[config.mk]
export PLATFORM = sky130hd
export DESIGN_NAME = mxc_ctrl
export DESIGN_NICKNAME = d
export VERILOG_FILES = /design/src/logic/mxc_ctrl.v /design/src/logic/mxc_tbl.v
export VERILOG_INCLUDE_DIRS = /design/src /design/src/inc
export SDC_FILE = /design/constraint.sdc
export NUM_CORES = 1
export LEC_CHECK = 0
export BUFFER_PORTS_ARGS = -buffer_cell sky130_fd_sc_hd__buf_2
export CORE_ASPECT_RATIO = 0.9
export CORE_UTILIZATION = 53
export DETAILED_ROUTE_END_ITERATION = 10
export MAX_ROUTING_LAYER = met4
export PLACE_DENSITY = 0.79
export SLEW_MARGIN = 40
export SYNTH_ARGS = -nofsm -noshare
export SYNTH_HDL_FRONTEND = slang
export SYNTH_SLANG_ARGS = --single-unit
[constraint.sdc]
create_clock -name CLOCK -period 2.1 [get_ports CLOCK]
set_input_delay 0.42 -clock CLOCK [delete_from_list [all_inputs] [get_ports CLOCK]]
set_output_delay 0.42 -clock CLOCK [all_outputs]
set_load 0.05 [all_outputs]
[src/inc/mxc_map.vh]
// Purpose: constants shared by the shared-bus mux controller files
// Assumes: included by bare name from the logic/ files
// Notes: register offsets are Avalon byte addresses, one word each
`ifndef MXC_MAP_VH
`define MXC_MAP_VH

// ============================================================
// clock and timing
`define MXC_CLK_NS 4
`define MXC_SETTLE_NS 16
`define MXC_SETTLE_CYC ((`MXC_SETTLE_NS + `MXC_CLK_NS - 1) / `MXC_CLK_NS)
`define MXC_GAP_NS 16
`define MXC_GAP_CYC ((`MXC_GAP_NS + `MXC_CLK_NS - 1) / `MXC_CLK_NS)
`define MXC_SYNC_CYC 3

// ============================================================
// sizes
`define MXC_NDEV 8
`define MXC_DEV_W 3
`define MXC_SEL_W 3
`define MXC_NIN 8
`define MXC_TBL_W 16
`define MXC_CNT_W 8

// ============================================================
// register byte addresses
`define MXC_A_CMD 4'h0
`define MXC_A_STATUS 4'h4
`define MXC_A_TABLE 4'h8
`define MXC_A_GAP 4'hc

// ============================================================
// command word fields
`define MXC_CMD_SEL 2:0
`define MXC_CMD_DEV 5:3
`define MXC_CMD_FUNC 6
`define MXC_CMD_VAR 7
`define MXC_CMD_CONST 15:8

// table write word fields
`define MXC_TBL_DATA 15:0
`define MXC_TBL_IDX 18:16

// status word bits
`define MXC_ST_BUSY 0
`define MXC_ST_TRUE 1
`define MXC_ST_COMP 2
`define MXC_ST_MISMATCH 3
`define MXC_ST_DONE 4
`define MXC_ST_REFUSED 5

// per-input codes in function-generator mode
`define MXC_CODE_ZERO 2'h0
`define MXC_CODE_ONE 2'h1
`define MXC_CODE_VAR 2'h2
`define MXC_CODE_NVAR 2'h3

// reset values
`define MXC_OE_OFF 8'hff
`define MXC_GAP_RST 8'h04

`endif

[src/logic/mxc_ctrl.v]
// Purpose: drives a bank of tri-state 8-to-1 mux devices sharing one bus
// Assumes: 250 MHz CLOCK; device outputs Z and its complement come back on pins
// Notes: one device at a time is enabled, with a float gap before each enable
//
// Operation
// device routes input chosen by select binary
// true output equals input, complement inverts it
// output enable is active low
// enable high floats both device outputs
// up to 128 devices may share output; the controller drives only eight enables (MUX_OE_N)
// only one sharing device enabled at once
// enable low intervals never overlap, even switching
// function generator: constants or fourth variable inputs
`timescale 1ns/1ps
`include "mxc_map.vh"

module mxc_ctrl
(
   input wire CLOCK,                            // system clock
   input wire RESET_N,                          // async reset, active low
   input wire [3:0] AVS_ADDRESS,                // byte address
   input wire AVS_READ,                         // read request
   input wire AVS_WRITE,                        // write request
   input wire [31:0] AVS_WRITEDATA,             // write data
   output reg [31:0] AVS_READDATA,              // read data
   output reg AVS_WAITREQUEST,                  // stall while high
   output reg [`MXC_SEL_W-1:0] SELECT_LINES,    // shared select lines
   output reg [`MXC_NIN-1:0] DATA_INPUTS,       // shared data inputs
   output reg [`MXC_NDEV-1:0] MUX_OE_N,         // per-device enables, low drives
   input wire BUS_TRUE,                         // shared true output pin
   input wire BUS_COMP                          // shared complement output pin
);

   // ============================================================
   // states
   localparam ST_IDLE = 3'h0;
   localparam ST_GAP = 3'h1;
   localparam ST_LOAD = 3'h2;
   localparam ST_DRIVE = 3'h3;
   localparam ST_SETTLE = 3'h4;
   localparam ST_RELEASE = 3'h5;
   localparam [`MXC_CNT_W-1:0] GAP_MIN = `MXC_GAP_CYC;
   localparam [`MXC_CNT_W-1:0] SETTLE_LEN = `MXC_SETTLE_CYC + `MXC_SYNC_CYC;

   reg [2:0] state;
   reg [2:0] next_state;
   reg [`MXC_CNT_W-1:0] count;
   reg [`MXC_CNT_W-1:0] next_count;
   reg [`MXC_CNT_W-1:0] gap_len;
   reg [`MXC_SEL_W-1:0] cmd_sel;
   reg [`MXC_DEV_W-1:0] cmd_dev;
   reg cmd_func;
   reg cmd_var;
   reg [`MXC_NIN-1:0] cmd_const;
   reg result_true;
   reg result_comp;
   reg mismatch;
   reg done;
   reg refused;
   reg true_s1;
   reg true_s2;
   reg true_s3;
   reg comp_s1;
   reg comp_s2;
   reg comp_s3;
   reg true_level;
   reg comp_level;
   wire [`MXC_TBL_W-1:0] tbl_word;
   wire [`MXC_NIN-1:0] func_inputs;
   wire busy;
   wire acc;
   wire wr_cmd;
   wire wr_tbl;
   wire [`MXC_CNT_W-1:0] gap_use;

   assign busy = (state != ST_IDLE);
   // an access completes on the edge where waitrequest stands low
   assign acc = (AVS_READ | AVS_WRITE) & ~AVS_WAITREQUEST;
   assign wr_cmd = acc & AVS_WRITE & (AVS_ADDRESS == `MXC_A_CMD);
   assign wr_tbl = acc & AVS_WRITE & (AVS_ADDRESS == `MXC_A_TABLE);
   // never shorter than the device's worst disable time
   assign gap_use = (gap_len < GAP_MIN) ? GAP_MIN : gap_len;

   // ============================================================
   // bus slave handshake: one wait cycle per access
   always @(posedge CLOCK or negedge RESET_N)
   begin
      if (!RESET_N)
      begin
         AVS_WAITREQUEST <= 1'b1;
         AVS_READDATA <= 32'h0;
      end
      else if ((AVS_READ | AVS_WRITE) & AVS_WAITREQUEST)
      begin
         AVS_WAITREQUEST <= 1'b0;
         AVS_READDATA <= 32'h0;
         if (AVS_READ)
         begin
            case (AVS_ADDRESS)
               `MXC_A_CMD:
               begin
                  AVS_READDATA[`MXC_CMD_SEL] <= cmd_sel;
                  AVS_READDATA[`MXC_CMD_DEV] <= cmd_dev;
                  AVS_READDATA[`MXC_CMD_FUNC] <= cmd_func;
                  AVS_READDATA[`MXC_CMD_VAR] <= cmd_var;
                  AVS_READDATA[`MXC_CMD_CONST] <= cmd_const;
               end
               `MXC_A_STATUS:
               begin
                  AVS_READDATA[`MXC_ST_BUSY] <= busy;
                  AVS_READDATA[`MXC_ST_TRUE] <= result_true;
                  AVS_READDATA[`MXC_ST_COMP] <= result_comp;
                  AVS_READDATA[`MXC_ST_MISMATCH] <= mismatch;
                  AVS_READDATA[`MXC_ST_DONE] <= done;
                  AVS_READDATA[`MXC_ST_REFUSED] <= refused;
               end
               `MXC_A_GAP:
               begin
                  AVS_READDATA[`MXC_CNT_W-1:0] <= gap_len;
               end
               default:
               begin
                  AVS_READDATA <= 32'h0;   // table and holes read zero
               end
            endcase
         end
      end
      else
      begin
         AVS_WAITREQUEST <= 1'b1;
      end
   end

   // ============================================================
   // command and gap registers; a command while busy is refused
   always @(posedge CLOCK or negedge RESET_N)
   begin
      if (!RESET_N)
      begin
         cmd_sel <= 3'h0;
         cmd_dev <= 3'h0;
         cmd_func <= 1'b0;
         cmd_var <= 1'b0;
         cmd_const <= 8'h00;
         gap_len <= `MXC_GAP_RST;
         refused <= 1'b0;
      end
      else
      begin
         if (wr_cmd & ~busy)
         begin
            cmd_sel <= AVS_WRITEDATA[`MXC_CMD_SEL];
            cmd_dev <= AVS_WRITEDATA[`MXC_CMD_DEV];
            cmd_func <= AVS_WRITEDATA[`MXC_CMD_FUNC];
            cmd_var <= AVS_WRITEDATA[`MXC_CMD_VAR];
            cmd_const <= AVS_WRITEDATA[`MXC_CMD_CONST];
            refused <= 1'b0;
         end
         else if (wr_cmd)
         begin
            refused <= 1'b1;
         end
         if (acc & AVS_WRITE & (AVS_ADDRESS == `MXC_A_GAP))
         begin
            gap_len <= AVS_WRITEDATA[`MXC_CNT_W-1:0];
         end
      end
   end

   // ============================================================
   // per-device function table
   mxc_tbl u_tbl
   (
      .clk(CLOCK),
      .wr_en(wr_tbl),
      .wr_addr(AVS_WRITEDATA[`MXC_TBL_IDX]),
      .wr_data(AVS_WRITEDATA[`MXC_TBL_DATA]),
      .rd_addr(cmd_dev),
      .rd_data(tbl_word)
   );

   // each data input tied low, high, to the fourth variable or its inverse
   genvar gi;
   generate
      for (gi = 0; gi < `MXC_NIN; gi = gi + 1)
      begin : g_func
         assign func_inputs[gi] =
            (tbl_word[2*gi+1:2*gi] == `MXC_CODE_ONE) ? 1'b1 :
            (tbl_word[2*gi+1:2*gi] == `MXC_CODE_VAR) ? cmd_var :
            (tbl_word[2*gi+1:2*gi] == `MXC_CODE_NVAR) ? ~cmd_var : 1'b0;
      end
   endgenerate

   // ============================================================
   // pin synchronisers; a level counts once stages two and three agree
   always @(posedge CLOCK or negedge RESET_N)
   begin
      if (!RESET_N)
      begin
         true_s1 <= 1'b0;
         true_s2 <= 1'b0;
         true_s3 <= 1'b0;
         comp_s1 <= 1'b0;
         comp_s2 <= 1'b0;
         comp_s3 <= 1'b0;
         true_level <= 1'b0;
         comp_level <= 1'b0;
      end
      else
      begin
         true_s1 <= BUS_TRUE;
         true_s2 <= true_s1;
         true_s3 <= true_s2;
         comp_s1 <= BUS_COMP;
         comp_s2 <= comp_s1;
         comp_s3 <= comp_s2;
         if (true_s2 == true_s3)
         begin
            true_level <= true_s3;
         end
         if (comp_s2 == comp_s3)
         begin
            comp_level <= comp_s3;
         end
      end
   end

   // ============================================================
   // sequencer next state
   always @*
   begin
      next_state = state;
      next_count = count;
      case (state)
         ST_IDLE:
         begin
            if (wr_cmd)
            begin
               next_state = ST_GAP;
               next_count = 8'h00;
            end
         end
         ST_GAP:
         begin
            // every enable already high: let the last driver float first
            next_count = count + 8'h01;
            if (next_count >= gap_use)
            begin
               next_state = ST_LOAD;
            end
         end
         ST_LOAD:
         begin
            next_state = ST_DRIVE;
            next_count = 8'h00;
         end
         ST_DRIVE:
         begin
            next_state = ST_SETTLE;
            next_count = 8'h00;
         end
         ST_SETTLE:
         begin
            next_count = count + 8'h01;
            if (next_count >= SETTLE_LEN)
            begin
               next_state = ST_RELEASE;
            end
         end
         ST_RELEASE:
         begin
            next_state = ST_IDLE;
         end
         default:
         begin
            next_state = ST_IDLE;
            next_count = 8'h00;
         end
      endcase
   end

   // ============================================================
   // sequencer registers and pin drive
   always @(posedge CLOCK or negedge RESET_N)
   begin
      if (!RESET_N)
      begin
         state <= ST_IDLE;
         count <= 8'h00;
         SELECT_LINES <= 3'h0;
         DATA_INPUTS <= 8'h00;
         MUX_OE_N <= `MXC_OE_OFF;
         result_true <= 1'b0;
         result_comp <= 1'b0;
         mismatch <= 1'b0;
         done <= 1'b0;
      end
      else
      begin
         state <= next_state;
         count <= next_count;
         case (state)
            ST_IDLE:
            begin
               if (wr_cmd)
               begin
                  done <= 1'b0;
               end
            end
            ST_LOAD:
            begin
               // select and data settle while every device still floats
               SELECT_LINES <= cmd_sel;
               DATA_INPUTS <= cmd_func ? func_inputs : cmd_const;
            end
            ST_DRIVE:
            begin
               // exactly one enable low, the rest stay high
               MUX_OE_N <= ~(8'h01 << cmd_dev);
            end
            ST_SETTLE:
            begin
               if (next_state == ST_RELEASE)
               begin
                  result_true <= true_level;
                  result_comp <= comp_level;
                  mismatch <= ~(true_level ^ comp_level);
               end
            end
            ST_RELEASE:
            begin
               MUX_OE_N <= `MXC_OE_OFF;
               done <= 1'b1;
            end
            default:
            begin
               MUX_OE_N <= MUX_OE_N;
            end
         endcase
      end
   end

endmodule // mxc_ctrl

[src/logic/mxc_tbl.v]
// Purpose: per-device function table, eight words of sixteen bits
// Assumes: one write port and one read port on the same clock
// Notes: read data comes out of a register, one cycle after the address
`timescale 1ns/1ps
`include "mxc_map.vh"

module mxc_tbl
(
   input wire clk,                              // system clock
   input wire wr_en,                            // write strobe
   input wire [`MXC_DEV_W-1:0] wr_addr,         // write entry
   input wire [`MXC_TBL_W-1:0] wr_data,         // write word
   input wire [`MXC_DEV_W-1:0] rd_addr,         // read entry
   output reg [`MXC_TBL_W-1:0] rd_data          // registered read word
);

   reg [`MXC_TBL_W-1:0] mem [0:`MXC_NDEV-1];

   // ============================================================
   // storage; no reset, software loads it before use
   always @(posedge clk)
   begin
      if (wr_en)
      begin
         mem[wr_addr] <= wr_data;
      end
      rd_data <= mem[rd_addr];
   end

endmodule // mxc_tbl

Yosys cells after proc, flatten, opt, wreduce, memory -nomap -nowiden

Memories as Yosys holds them, arrays and structs flattened. A register that Yosys moved wholly into a read port is not among the register bits.
Index checks and enable logic that the tools add are counted.

Bits in registers: 100
Bits in writable memories: 128
Bits of input ports: 42
Word-level logic and storage cells: 137
Memories: 1

Add/subtract/negate cells: 1
Order comparisons: 3
Eq/ne operators: 36
Shifts and indexed selects: 1
Multiplexer cells: 44
Bitwise gates (word level): 15
Reductions and logical operators: 10

Memory list:

| memory    | words | width | rd ports | clocked after Yosys merged registers in | wr ports | RTL line     | text |
|---|---|---|---|---|---|---|---|
| u_tbl.mem | 8     | 16    | 1        | 1                                       | 1        | mxc_tbl.v:17 | `` reg [`MXC_TBL_W-1:0] mem [0:`MXC_NDEV-1]; `` |

Operators by type and width:

| operator                                                           | count |
|---|---|
| equality test 2 bit (second input constant)                        | 16 |
| two-way mux 8 bit                                                  | 4 |
| two-way mux 1 bit                                                  | 30 |
| one-hot mux 8 bit (3 select lines)                                 | 1 |
| one-hot mux 6 bit (3 select lines)                                 | 1 |
| equality test 2 x 1 -> 1 bit (second input constant)               | 8 |
| two-way mux 16 bit                                                 | 1 |
| one-hot mux 8 bit (2 select lines)                                 | 1 |
| one-hot mux 3 bit (5 select lines)                                 | 1 |
| equality test 3 bit (second input constant)                        | 3 |
| two-way mux 3 bit                                                  | 3 |
| adder 8 x 1 -> 8 bit (second input constant)                       | 1 |
| equality test 4 bit (second input constant)                        | 2 |
| greater-or-equal comparator 8 x 3 -> 1 bit (second input constant) | 1 |
| greater-or-equal comparator 8 bit                                  | 1 |
| less-than comparator 8 x 3 -> 1 bit (second input constant)        | 1 |
| NOT 8 bit                                                          | 1 |
| left shift 1 x 3 -> 8 bit (first input constant)                   | 1 |
| bitwise AND 1 bit                                                  | 7 |
| equality test 3 x 2 -> 1 bit (second input constant)               | 2 |
| AND reduction 2 bit                                                | 3 |
| nonzero test 2 bit                                                 | 3 |
| NOT 1 bit                                                          | 5 |
| equality test 4 x 3 -> 1 bit (second input constant)               | 1 |
| 11 further kinds                                                   | 12 |

Depth between registers and ports, before layout

Word-level depth: 8
Depth in mapped cells: 10

By module

From an unflattened synthesis, not the netlist that was laid out.

Cells, all modules: 582
Area, all modules: 9372.7 sq um

Modules (own cells, without submodules):

| module   | instances | cells each | area an instance (sq um) |
|---|---|---|---|
| mxc_tbl  | 1         | 214        | 5293.8 |
| mxc_ctrl | 1         | 368        | 4078.9 |

Worst setup path before layout

Ideal clock, no wire load.

Kind: input port to flip-flop
Start: in AVS_ADDRESS[2]
End: mem u_tbl.mem[0][0] (netlist name), enable pin
Library setup time: 409 ps
Arrival: 2050 ps
Data required time: 1691 ps
Slack: -359 ps
Stages: 4
Buffers on the path: 1
Cells stage by stage: buf_6 > nor2b_1 > nand4b_1 > nor3_1

Cells in the longest elaborated chain, start to end: 4

RTL lines:

| element                                 | RTL line      | text |
|---|---|---|
| start: declaration                      | mxc_ctrl.v:21 | `input wire [3:0] AVS_ADDRESS,` |
| equality test 4 bit (no source line)    | -             |  |
| bitwise AND 1 bit                       | mxc_ctrl.v:80 | `` assign wr_tbl = acc & AVS_WRITE & (AVS_ADDRESS == `MXC_A_TABLE); `` |
| two-way mux 1 bit                       | mxc_tbl.v:23  | `if (wr_en)` |
| two-way mux 1 bit (implied by the code) | mxc_tbl.v:25  | `mem[wr_addr] <= wr_data;` |
| end: declaration                        | mxc_tbl.v:17  |  |

No other way between the ends.

Worst setup path in the final report

Start: reg count[1]
End: reg state[0]

Cells in the longest elaborated chain, start to end: 4
Elaborated cells on any way between the ends: 6
Those cells by class: add/sub: 1; order compare: 2; mux: 3

RTL lines:

| element                                                                                         | RTL line                       | text |
|---|---|---|
| start: declaration                                                                              | mxc_ctrl.v:47                  | `` reg [`MXC_CNT_W-1:0] count; `` |
| start signal: assignment                                                                        | mxc_ctrl.v:301                 | `count <= next_count;` |
| adder 8 x 1 -> 8 bit (*)                                                                        | mxc_ctrl.v:246, mxc_ctrl.v:264 |  |
| greater-or-equal comparator 8 x 3 -> 1 bit or greater-or-equal comparator 8 bit (tied branches) | mxc_ctrl.v:265, mxc_ctrl.v:247 |  |
| two-way mux 3 bit, on equally long branches                                                     | mxc_ctrl.v:265, mxc_ctrl.v:247 |  |
| one-hot mux 3 bit (5 select lines) (*)                                                          | mxc_ctrl.v:234                 | `case (state)` |
| via next_state[0]                                                                               | mxc_ctrl.v:46                  | `reg [2:0] next_state;` |
| end signal: assignment                                                                          | mxc_ctrl.v:300                 | `state <= next_state;` |
| end: declaration                                                                                | mxc_ctrl.v:45                  | `reg [2:0] state;` |

Mark *: on every way through the listed nets, which the timed path passes. The rest lies on a longest branch.
A chain may end at the register's enable or synchronous reset.

==> summary.md <==
| Metric | Value |
|---|---|
| Finished Cell Area | 11400 sq um |
| Fmax | 0.431 GHz |
| Core box area | 17100 sq um |
| CP max stage delay | 0.42 ns |
| Drt drc | 0 |
| Worst Hold Class | input pin to register |
| Total CTS buffers | 24 |
| ANT cells | 0 |
| Tcrit/Tclk final | 110% |
| Final WS setup | -0.218 ns |
| PortBufs | 64 |
| Sum Neg Setup Slack | -0.554 ns |
| Vias in the first global route | 5904 |
| Final Setup Violations | 5 |
| Hold Startpoint | BUS_TRUE |
| CP Class | register to register |
| Req. time, crit path | 2.49 ns |
| Family with the most delay on the worst path | simple AND/OR/NAND/NOR gates |
| Status | complete, but fails checks |
| Post-Place Setup Slack | -0.120 ns |
| Gpl congestion | 0.793 |
| VDD IR-drop max | 560 uV |
| Most frequent cells in the layout | edfxtp_1 (128), dfrtp_1 (68), buf_2 (63) |
| Via count | 5721 |
| CTS tree | yes |
| Max H-tree Level | 1 |
| Slew @ Worst Pin | 0.757 ns |
| Post-DRT Antenna Nets | 0 |
| Die span in x | 142 um |
| Area growth from synthesis to final layout | 20.7% |
| Top cell by count, worst path | ha_4 |
| Ports | 94 |
| Period minus WS final | 2.32 ns |
| Fin. Hold Viols | 0 |
| Post-synthesis register bit count | 228 |
| 1st-iter DRT viols | 535 |
| Routed len/inst | 22.1 um |
| CP arrival | 2.71 ns |
| Clock Skew | 0.0195 ns |
| Largest net degree at the start of global routing | 73 |
| Max clock buf depth | 3 |
| CTS Root Cell | clkbuf_16 |
| # clock sinks | 228 |
| R2R Path Start | count[1] |
| CP Capture Type | register |
| Buf+Inv Stages, Crit Path | 0 |
| Hold Worst Slack | 0.0236 ns |
| Hpwl dp | 12800 um |
| Cell Area, Placed | 10300 sq um |
| Register area share after synthesis | 66.7% |
| RSZ-0062 raised after global routing | true |
| Placed insts | 917 |
| Die height | 128 um |
| Syn_area_per_cell | 15.6 sq um |
| Site row count | 45 |
| Post-synth EDFFs | 128 |
| Max_slew headroom | 49.5% |
| Max-cap violations | 0 |
| Crit-path cells | ha_4 > and3_4 > nand3_2 > xnor2_2 > ha_4 > nand4_1 > nor2_1 > a211o_1 > nor4_2 > a211o_2 |
| Mapped cell area | 9410 sq um |
| Worst Setup SP | count[1] |
| FFs w/ async S/R, synth | 36.8% |
| Via/cell ratio | 5.92 |
| GRT overflow | 0 |
| Final WL | 21300 um |
| Global-route wire length before repair | 32500 um |
| Worst path slowest cell | dfrtp_2 |
| Nets | 766 |
| Lkg Pwr | 4.44 nW |
| Cell variety after synth | 56 |
| Commonest register cell after synthesis | edfxtp_1 |
| Failing checks | setup timing |
| Commonest non-fill, non-tap cell in the layout | edfxtp_1 |
| Clock transition at path regs | 0.06 ns |
| Layout cell share with drive strength beyond 1 | 37.6% |
| Pwr dens | 1250 nW/um^2 |
| Initial core utilization | 55.0% |
| Yosys warns | 0 |
| Worst setup SP type | register |
| Fin cells | 967 |
| Antenna violations before repair | 0 |
| Router iterations before antenna repair | 5 |
| GRT Util Overall | 24.7% |
| Count of pins over their slew limit | 0 |
| Max FO, Critical Path | 4 |
| Mapped Cells | 603 |
| Later-pin clock latency in the skew report | 0.51 ns |
| Die ar. | 18300 sq um |
==> registers in the layout (all words and copies together) (netlist names), 3 cells and up <==
register and flops:
cmd_const 8, u_tbl.rd_data 16, MUX_OE_N 8, state 3, cmd_sel 3, AVS_READDATA 16
SELECT_LINES 3, count 8, u_tbl.mem 128, DATA_INPUTS 8, cmd_dev 3, gap_len 8
==> final timing paths <==
| check | endpoint | slack, ns | cells past startpoint |
|---|---|---|---|
| setup / recovery | state[0] | -0.22 | 10 |
| max in group asynchronous | MUX_OE_N[5] | 1.13 | 3 |
| min in group asynchronous | comp_s3 | 0.30 | 2 |
| hold reg to reg | true_s2 | 0.36 | 0 |
| setup reg to reg | state[0] | -0.22 | 10 |
| hold / removal | true_s1 | 0.02 | 1 |
==> area by class of cell <==
class | instances | area (sq um)
sequential | 228 | 6290
fill | 1127 | 5760
multi-input combinational | 334 | 3010
timing repair buffer | 114 | 837
clock buffer | 27 | 633
tap | 235 | 294
clock inverter | 17 | 245
inverter | 12 | 45.0
==> power by group <==
part           internal (W)  switching (W)  leakage [nW]  total, W
logic               0.00151        0.00213          1.65   0.00364
registers           0.00536       0.000548          2.36   0.00591
clock network       0.00291        0.00171         0.424   0.00463
total               0.00978        0.00439          4.44    0.0142
==> synthesized netlist by cell type (4+ instances only) <==
cell type / instances / share of area (%)
a21oi_1: 15 / 0.80
a22o_1: 16 / 1.5
buf_4: 18 / 1.4
buf_6: 9 / 1.1
clkbuf_1: 15 / 0.60
dfrtp_1: 74 / 20
dfstp_2: 10 / 2.8
dfxtp_1: 16 / 3.4
edfxtp_1: 128 / 41
ha_1: 10 / 1.3
inv_1: 11 / 0.44
mux2_2: 37 / 4.4
mux2_4: 9 / 1.4
mux2i_1: 5 / 0.53
mux4_2: 32 / 7.7
nand2_1: 50 / 2.0
nand2b_1: 9 / 0.60
nand3_1: 7 / 0.37
nor2_1: 24 / 0.96
nor3_1: 4 / 0.21
o21ai_0: 32 / 1.7
o22ai_1: 6 / 0.40
xnor2_1: 7 / 0.65
xor2_1: 10 / 0.93
==> what timing repair did <==
item,in CTS,in global routing
pin swaps,7,15
endpoints found under the setup margin,5,5
endpoints found under the hold margin,12,0
hold buffers,1,0
gates resized for setup,6,21
buffers inserted,4,2
==> stage by stage <==
step,util [%],power [W]
floorplan,-,0.00841
global placement,60.1,0.00923
detailed placement,60.1,0.00938
CTS,65.6,0.0141
global route,66.3,0.0147
finish,66.3,0.0142
==> routing by layer <==
layer | track usage, % | share of wire [%]
met5 | - | 0
met4 | 9.11 | 3.3
met3 | 3.16 | 5.6
met2 | 41.9 | 52
met1 | 30.5 | 39
==> logic make-up (layout without fill, tap and decap cells) <==
kind of cell	count (synthesis)	in the layout	share of synthesized area, %
fa+ha+maj	12	12	1.54
xor+xnor	17	17	1.58
mux	83	83	14.1
flops	228	228	66.7
compound gates	92	92	6.56
buf+inv	56	170	3.70
other cells	1	16	0.0399
simple gates	114	114	5.80
Note: power is estimated with default switching activity, not from simulation.
